File: src/mcuid_pkg.sv
// Constants and types shared by the instruction decoder files
package mcuid_pkg;

  // Instruction word and opcode fields
  localparam int unsigned WORD_W  = 14;
  localparam logic [5:0]  OPC_ADD_WITH_CARRY = 6'h3d;
  localparam logic [5:0]  OPC_ARITH_SHR      = 6'h37;
  localparam logic [5:0]  OPC_OR_REG_FILE    = 6'h04;
  localparam logic [5:0]  OPC_ROT_LEFT       = 6'h0d;
  localparam logic [5:0]  OPC_ROT_RIGHT      = 6'h0c;
  localparam logic [5:0]  OPC_OR_LITERAL     = 6'h38;
  localparam logic [5:0]  OPC_XOR_LITERAL    = 6'h3a;
  localparam logic [5:0]  OPC_SUB_LITERAL    = 6'h3c;
  localparam logic [5:0]  OPC_LOAD_PCH       = 6'h31;
  localparam logic [3:0]  OPC_SKIP_CLEAR     = 4'h6;
  localparam logic [3:0]  OPC_SKIP_SET       = 4'h7;

  // Field positions
  localparam int unsigned OPC_HI   = 13;
  localparam int unsigned OPC_LO   = 8;
  localparam int unsigned DEST_POS = 7;
  localparam int unsigned BIT_LO   = 7;
  localparam int unsigned LIT_HI   = 7;

  // Special file addresses
  localparam logic [6:0] IND0_ADDR = 7'h00;
  localparam logic [6:0] IND1_ADDR = 7'h01;
  localparam logic [6:0] PCL_ADDR  = 7'h02;
  localparam int unsigned NUM_IND  = 2;

  // Instruction period in oscillator periods
  localparam int unsigned  QUARTER_COUNT = 4;
  localparam logic [1:0]   PHASE_LAST    = 2'(QUARTER_COUNT - 1);
  localparam logic [1:0]   ONE_CYCLE     = 2'h1;

  // Register offsets and reset values
  localparam logic [3:0] CTRL_OFS    = 4'h0;
  localparam logic [3:0] FSRMSB_OFS  = 4'h1;
  localparam logic [3:0] STATUS_OFS  = 4'h2;
  localparam logic [3:0] LASTOP_OFS  = 4'h3;
  localparam logic [7:0] CTRL_RST    = 8'h01;
  localparam logic [1:0] FSRMSB_RST  = 2'h0;

  typedef enum logic [3:0] {
    OP_NONE,
    ADD_WITH_CARRY_OP,
    ARITH_SHIFT_RIGHT_OP,
    OR_REG_WITH_FILE_OP,
    ROTATE_LEFT_CARRY_OP,
    ROTATE_RIGHT_CARRY_OP,
    TEST_BIT_SKIP_CLEAR_OP,
    TEST_BIT_SKIP_SET_OP,
    OR_LITERAL_OP,
    XOR_LITERAL_OP,
    LOAD_PC_HIGH_LATCH_OP,
    SUBTRACT_FROM_LITERAL_OP
  } mcuid_op_t;

  typedef struct packed {
    mcuid_op_t  op;
    logic       dest_file;
    logic [6:0] file_addr;
    logic [2:0] bit_sel;
    logic [7:0] literal;
    logic       upd_carry;
    logic       upd_digit_carry;
    logic       upd_zero;
  } mcuid_dec_t;

endpackage : mcuid_pkg

File: src/mcuid_phase_gen.sv
// Quarter-rate instruction period generator
`timescale 1ns/1ps
`default_nettype none
module mcuid_phase_gen
  import mcuid_pkg::*;
(
  input  wire logic       clk,
  input  wire logic       nrst,
  output var  logic [1:0] phase_reg,
  output var  logic       period_strobe_reg
);

  logic [1:0] phase_next;

  assign phase_next = (phase_reg == PHASE_LAST) ? 2'h0 : phase_reg + 2'h1;

  always_ff @(posedge clk or negedge nrst) begin
    if (!nrst) begin
      phase_reg <= 2'h0;
    end else begin
      phase_reg <= phase_next;
    end
  end

  // One strobe per four oscillator periods
  always_ff @(posedge clk or negedge nrst) begin
    if (!nrst) begin
      period_strobe_reg <= 1'b0;
    end else begin
      period_strobe_reg <= (phase_next == PHASE_LAST);
    end
  end
endmodule : mcuid_phase_gen
`default_nettype wire

File: src/mcuid_decoder.sv
// Instruction decoder with cycle accounting and register port
//
// Behaviour
// - Add-with-carry updates carry, digit carry, zero.
// - Arithmetic right shift updates carry and zero.
// - OR working with file updates zero only.
// - Rotate left through carry updates carry only.
// - Rotate right through carry updates carry only.
// - Test bit, skip when clear, two cycles.
// - Test bit, skip when set, two cycles.
// - OR literal into working, zero only.
// - XOR literal into working, zero only.
// - Load 7-bit literal into PC high latch.
// - Literal minus working updates three flags.
// - PC change or true test costs two.
// - Indirect access with select MSB adds cycle.
// - Instruction period equals four oscillator periods.
//
// The implementer's own choices: the register offsets and strobed register access.
`timescale 1ns/1ps
`default_nettype none
module mcuid_decoder
  import mcuid_pkg::*;
(
  input  wire logic              clk,
  input  wire logic              nrst,
  input  wire logic [WORD_W-1:0] instr_word,
  input  wire logic              instr_valid,
  input  wire logic              file_bit_value,
  output var  logic              instr_ready_reg,
  output var  logic              dec_valid_reg,
  output var  mcuid_dec_t        dec_reg,
  output var  logic [1:0]        cycles_reg,
  output var  logic              skip_reg,
  output var  logic              indirect_reg,
  output var  logic [1:0]        phase_reg,
  output var  logic              period_strobe_reg,
  input  wire logic [3:0]        reg_addr,
  input  wire logic [7:0]        reg_wdata,
  input  wire logic              reg_wr,
  input  wire logic              reg_rd,
  output var  logic [7:0]        reg_rdata_reg
);

  // Indirect register match for one address
  function automatic logic ind_hit(input logic [6:0] addr,
                                   input logic [6:0] ind_addr,
                                   input logic       msb);
    ind_hit = (addr == ind_addr) && msb;
  endfunction : ind_hit

  logic [7:0]   ctrl_reg;
  logic [1:0]   sel_msb_reg;
  mcuid_dec_t   dec_next;
  logic         byte_op;
  logic         bit_op;
  logic         skip_next;
  logic         pc_write;
  logic         indirect_next;
  logic [1:0]   cycles_next;
  logic [1:0]   remain_reg;
  logic [1:0]   remain_next;
  logic         take;
  logic [6:0]   addr_f;
  logic [NUM_IND-1:0] ind_vec;
  logic [NUM_IND*7-1:0] ind_addrs;

  assign ind_addrs = {IND1_ADDR, IND0_ADDR};
  assign addr_f    = instr_word[6:0];

  mcuid_phase_gen u_phase (
    .clk               (clk),
    .nrst              (nrst),
    .phase_reg         (phase_reg),
    .period_strobe_reg (period_strobe_reg)
  );

  // Instructions are taken at the end of an instruction period
  assign take = instr_valid && instr_ready_reg && period_strobe_reg && ctrl_reg[0];

  always_comb begin
    dec_next           = '0;
    dec_next.op        = OP_NONE;
    dec_next.file_addr = addr_f;
    dec_next.bit_sel   = instr_word[9:BIT_LO];
    dec_next.literal   = instr_word[LIT_HI:0];
    byte_op            = 1'b0;
    bit_op             = 1'b0;
    case (instr_word[OPC_HI:OPC_LO])
      OPC_ADD_WITH_CARRY: begin
        dec_next.op              = ADD_WITH_CARRY_OP;
        dec_next.upd_carry       = 1'b1;
        dec_next.upd_digit_carry = 1'b1;
        dec_next.upd_zero        = 1'b1;
        byte_op                  = 1'b1;
      end
      OPC_ARITH_SHR: begin
        dec_next.op        = ARITH_SHIFT_RIGHT_OP;
        dec_next.upd_carry = 1'b1;
        dec_next.upd_zero  = 1'b1;
        byte_op            = 1'b1;
      end
      OPC_OR_REG_FILE: begin
        dec_next.op       = OR_REG_WITH_FILE_OP;
        dec_next.upd_zero = 1'b1;
        byte_op           = 1'b1;
      end
      OPC_ROT_LEFT: begin
        dec_next.op        = ROTATE_LEFT_CARRY_OP;
        dec_next.upd_carry = 1'b1;
        byte_op            = 1'b1;
      end
      OPC_ROT_RIGHT: begin
        dec_next.op        = ROTATE_RIGHT_CARRY_OP;
        dec_next.upd_carry = 1'b1;
        byte_op            = 1'b1;
      end
      OPC_OR_LITERAL: begin
        dec_next.op       = OR_LITERAL_OP;
        dec_next.upd_zero = 1'b1;
      end
      OPC_XOR_LITERAL: begin
        dec_next.op       = XOR_LITERAL_OP;
        dec_next.upd_zero = 1'b1;
      end
      OPC_SUB_LITERAL: begin
        dec_next.op              = SUBTRACT_FROM_LITERAL_OP;
        dec_next.upd_carry       = 1'b1;
        dec_next.upd_digit_carry = 1'b1;
        dec_next.upd_zero        = 1'b1;
      end
      OPC_LOAD_PCH: begin
        if (instr_word[DEST_POS]) begin
          dec_next.op      = LOAD_PC_HIGH_LATCH_OP;
          dec_next.literal = {1'b0, instr_word[6:0]};
        end
      end
      default: begin
        if (instr_word[OPC_HI:10] == OPC_SKIP_CLEAR) begin
          dec_next.op = TEST_BIT_SKIP_CLEAR_OP;
          bit_op      = 1'b1;
        end else if (instr_word[OPC_HI:10] == OPC_SKIP_SET) begin
          dec_next.op = TEST_BIT_SKIP_SET_OP;
          bit_op      = 1'b1;
        end
      end
    endcase
    // Destination only has meaning for byte file operations
    dec_next.dest_file = byte_op && instr_word[DEST_POS];
  end

  // Skip when the tested bit matches the skip sense
  assign skip_next = (dec_next.op == TEST_BIT_SKIP_CLEAR_OP && !file_bit_value)
                  || (dec_next.op == TEST_BIT_SKIP_SET_OP && file_bit_value);

  // Writing the low program counter byte changes the flow
  assign pc_write = dec_next.dest_file && (addr_f == PCL_ADDR);

  genvar gi;
  generate
    for (gi = 0; gi < NUM_IND; gi++) begin : g_ind
      assign ind_vec[gi] = ind_hit(addr_f, ind_addrs[gi*7 +: 7], sel_msb_reg[gi]);
    end
  endgenerate

  assign indirect_next = (byte_op || bit_op) && (|ind_vec);

  // Base cycle, second cycle as no-op, indirect extra cycle
  assign cycles_next = ONE_CYCLE
                     + {1'b0, skip_next || pc_write}
                     + {1'b0, indirect_next};

  always_comb begin
    remain_next = remain_reg;
    if (take) begin
      remain_next = cycles_next - ONE_CYCLE;
    end else if (period_strobe_reg && remain_reg != 2'h0) begin
      remain_next = remain_reg - 2'h1;
    end
  end

  always_ff @(posedge clk or negedge nrst) begin
    if (!nrst) begin
      remain_reg      <= 2'h0;
      instr_ready_reg <= 1'b1;
    end else begin
      remain_reg      <= remain_next;
      instr_ready_reg <= (remain_next == 2'h0);
    end
  end

  always_ff @(posedge clk or negedge nrst) begin
    if (!nrst) begin
      dec_reg      <= '0;
      cycles_reg   <= 2'h0;
      skip_reg     <= 1'b0;
      indirect_reg <= 1'b0;
    end else if (take) begin
      dec_reg      <= dec_next;
      cycles_reg   <= cycles_next;
      skip_reg     <= skip_next;
      indirect_reg <= indirect_next;
    end
  end

  always_ff @(posedge clk or negedge nrst) begin
    if (!nrst) begin
      dec_valid_reg <= 1'b0;
    end else begin
      dec_valid_reg <= take;
    end
  end

  // Software registers
  always_ff @(posedge clk or negedge nrst) begin
    if (!nrst) begin
      ctrl_reg    <= CTRL_RST;
      sel_msb_reg <= FSRMSB_RST;
    end else if (reg_wr) begin
      if (reg_addr == CTRL_OFS) begin
        ctrl_reg <= {7'h00, reg_wdata[0]};
      end
      if (reg_addr == FSRMSB_OFS) begin
        sel_msb_reg <= reg_wdata[1:0];
      end
    end
  end

  always_ff @(posedge clk or negedge nrst) begin
    if (!nrst) begin
      reg_rdata_reg <= 8'h00;
    end else if (reg_rd) begin
      case (reg_addr)
        CTRL_OFS:   reg_rdata_reg <= ctrl_reg;
        FSRMSB_OFS: reg_rdata_reg <= {6'h00, sel_msb_reg};
        STATUS_OFS: reg_rdata_reg <= {3'h0, indirect_reg, skip_reg, cycles_reg,
                                      !instr_ready_reg};
        LASTOP_OFS: reg_rdata_reg <= {4'h0, dec_reg.op};
        default:    reg_rdata_reg <= 8'h00;
      endcase
    end else begin
      reg_rdata_reg <= 8'h00;
    end
  end
endmodule : mcuid_decoder
`default_nettype wire

File: config.mk
export PLATFORM = sky130hd
export DESIGN_NAME = mcuid_decoder
export DESIGN_NICKNAME = d
export VERILOG_FILES = /design/src/mcuid_pkg.sv /design/src/mcuid_phase_gen.sv /design/src/mcuid_decoder.sv
export SDC_FILE = /design/constraint.sdc
export NUM_CORES = 1
export LEC_CHECK = 0
export ABC_AREA = 1
export BUFFER_PORTS_ARGS = -buffer_cell sky130_fd_sc_hd__buf_2
export CAP_MARGIN = 0
export CELL_PAD_IN_SITES_DETAIL_PLACEMENT = 0
export CELL_PAD_IN_SITES_GLOBAL_PLACEMENT = 1
export CORE_AREA = 2 2 81 83
export CTS_BUF_LIST = sky130_fd_sc_hd__clkbuf_8
export CTS_CLUSTER_DIAMETER = 150
export DETAILED_ROUTE_END_ITERATION = 10
export DIE_AREA = 0 0 83 85
export PLACE_DENSITY = 0.79
export SLEW_MARGIN = 5
export SYNTH_ARGS = -nofsm -noshare
export SYNTH_HDL_FRONTEND = slang
export SYNTH_HIERARCHICAL = 1
export SYNTH_SLANG_ARGS = --single-unit
File: constraint.sdc
create_clock -name clk -period 1.35 [get_ports clk]
set_input_delay 0.3375 -clock clk [delete_from_list [all_inputs] [get_ports clk]]
set_output_delay 0.3375 -clock clk [all_outputs]
set_load 0.1 [all_outputs]
==> results_dict.tcl <==
set metrics [dict create \
    routed_wl_mm 4.83 \
    status "finished, violations left" \
    synth_commonest_cells "67 x nand2_1, 36 x dfrtp_1, 26 x inv_1" \
    grt_pass1_wl_mm 8.19 \
    maxCapViolations 0 \
    drc 0 \
    row_count 29 \
    cts.sinks 38 \
    crit_slowest_cell "dfstp_4" \
    multi_input_area_sq_um 890 \
    synth_fa_ha_area_frac 0.0324 \
    final.period_utilization 1.12 \
    synth_top_area_share 0.466 \
    hold_depth 3 \
    antenna_found_initial 0 \
    synth_area_sq_um 1930 \
    ys_seq_area_frac 0.494 \
    hp-class "primary input to register" \
    grt_remaining_overflow 0 \
    viasPerCell 4.43 \
    drive_gt1_frac 0.487 \
    dp_hpwl_mm 3.88 \
    place.gp.congestion 0.919 \
    p_leak_nw 1.75 \
    p_seq_frac 0.259 \
    portBuffers 65 \
    grt_max_degree 28 \
    syn_inst 238 \
    gr-usage-all-layers 0.143 \
    synth_area_leaders "dfrtp_1 47%, nand2_1 13%, inv_1 5.1%, buf_4 4.3%, nor2_1 3.9%" \
    p_sw_frac 0.523 \
    cts_tree "built" \
    synth_most_common_cell "nand2_1" \
    drtAntennaViolNets 0 \
    p_switching_mw 3.92 \
    period_needed_ns 1.51 \
    worstRegToRegCells 8 \
    synthMuxAreaShare 0 \
    critPathKind "register to output port" \
    regArea_sq_um 988 \
    place_inst 396 \
    num_antenna_cells 0 \
    finalNonFillerCells 414 \
    synth_compound_area_frac 0.0803 \
    endpoint_kind "output port" \
    clock.fmax_mhz 661 \
    cp.arrival_ns 1.18 \
    drt_iter0_drc 68 \
    worstPathRequired_ns 1.01 \
    ios 75 \
    setup_viol 27 \
    clk_latency_ns 0.29 \
    p_int_mw 3.57 \
    via_count 1835 \
    finalHoldViolCount 0 \
    final_nets 373 \
    grt_pass1_vias 1784 \
    synth_edf_count 0 \
    critPathLaunchType "register" \
    start_util 0.311 \
    rsz0062_at_grt "true" \
    synth_top_cell_by_area "dfrtp_1" \
    skew_ns 0.00657 \
    n_fill_cell 534 \
    cts_buffer_depth 2 \
    path_cells "buf_6 -> buf_12" \
    worst_slack_ns -0.163 \
    drt_pass1_iterations 4 \
    avgRoutedWirePerCell_um 11.7 \
    peakVddDrop_mv 1.85 \
    cts_root_buf "clkbuf_8" \
    syn_avg_cell_area_sq_um 8.12 \
    synth_top_family_by_area "simple AND/OR/NAND/NOR gates" \
    violations "negative setup slack" \
    cp_max_fo 2 \
    synth_cell_types 27 \
    ys_async_sr_fraction 1.00 \
    clkTransAtPathRegs_ns 0.07 \
    core_sq_um 6200 \
    pwr-share-clk 0.108 \
    largest_reg_flops 19 \
    cts_buffers 5 \
    die_w_um 83 \
    cpPeakStageDelay_ns 0.62 \
    slew_viol_final 0 \
    place_ws_ns -0.397 \
    comb_power_share 0.632 \
    synth_ff_type "dfrtp_1" \
    synth-seq-cells 38 \
    h-tree-depth 2 \
    dieHeight_um 85 \
    p_per_area_nw_per_um2 2150 \
    synthSimpleGateAreaFrac 0.277 \
    die_area_sq_um 7060 \
    ys_warn_count 6 \
    synth-xor-area-share 0.00453 \
    syn_to_final_growth_pct 80.3 \
]
## worst max-delay path, delay by kind of cell, from the launching register on
family	cells	cell delay [ns]
flops	1	0.62
buf+inv	2	0.27
## timing repair
item	4_1_cts	5_1_grt
resized for setup	15	21
buffers inserted	6	3
hold endpoints to repair	11	0
hold buffers	1	0
pin swaps	6	8
setup endpoints to repair	5	31
## power groups by stage
| stage | clock network, mW | registers (mW) | logic, mW |
|---|---|---|---|
| after floorplan | 0 | 3.63 | 1.18 |
| after global placement | 0 | 1.96 | 4.64 |
| after detailed placement | 0 | 1.97 | 4.67 |
| after CTS | 0.839 | 1.95 | 4.73 |
| after global routing | 0.893 | 1.98 | 4.89 |
| final | 0.811 | 1.94 | 4.74 |
## path summary, 6_finish.rpt
check                                     start                   end  slack [ns]
max in group asynchronous                  nrst       instr_ready_reg        0.36
hold / removal                    instr_word[5]           dec_reg[19]        0.26
setup reg to reg                instr_ready_reg       instr_ready_reg       -0.13
min in group asynchronous                  nrst           dec_reg[12]        0.47
hold reg to reg            u_phase/phase_reg[0]  u_phase/phase_reg[0]        0.49
setup / recovery                instr_ready_reg       instr_ready_reg       -0.16
## cell type report
class / count / share of cell area
sequential: 38 / 0.284
inverter: 31 / 0.0377
multi-input combinational: 157 / 0.255
clock buffer: 6 / 0.0237
clock inverter: 2 / 0.00359
timing repair buffer: 103 / 0.368
tap: 77 / 0.0277
## metal layers
metal / wire length, um / share of wire / vias to the layer above / track usage
li1: - / - / 942 / -
met1: 2120 / 0.44 / 836 / 0.185
met2: 2400 / 0.50 / 49 / 0.230
met3: 242 / 0.050 / 8 / 0.0331
met4: 68 / 0.014 / 0 / 0.0596
met5: 0 / 0 / - / 0
## placed cells by master (no fill, tap or decap), types with 6 or more instances in the layout
| master | instances |
|---|---|
| nor2_1 | 18 |
| dfrtp_1 | 25 |
| o21ai_2 | 7 |
| buf_2 | 24 |
| inv_1 | 24 |
| nand2_1 | 60 |
| o21ai_1 | 6 |
| clkbuf_8 | 6 |
| nand2_2 | 8 |
| dfrtp_4 | 7 |
| buf_6 | 9 |
| buf_4 | 25 |
| buf_12 | 42 |
| nand3_1 | 13 |
## per-stage QoR
stage	utilization	TNS [ns]	total power, mW	hold WS (ns)	instance area [sq um]
2_1_floorplan	-	-2.35	4.81	0.0419	2030
3_3_place_gp	0.513	-1.28	6.61	0.241	3180
3_5_place_dp	0.513	-1.48	6.64	0.244	3180
4_1_cts	0.545	-0.992	7.52	0.251	3380
5_1_grt	0.561	-4.23	7.77	0.258	3480
6_report	0.561	-2.51	7.49	0.262	3480
## kinds of logic after synthesis
kind of cell             count (synthesis)
AO/OA/AOI/OAI                           28
XOR/XNOR                                 1
adder cells (fa/ha/maj)                  5
buffers and inverters                   45
flip-flops                              38
other                                    1
AND/OR/NAND/NOR                        120
Power figures use the tool's default switching activity.
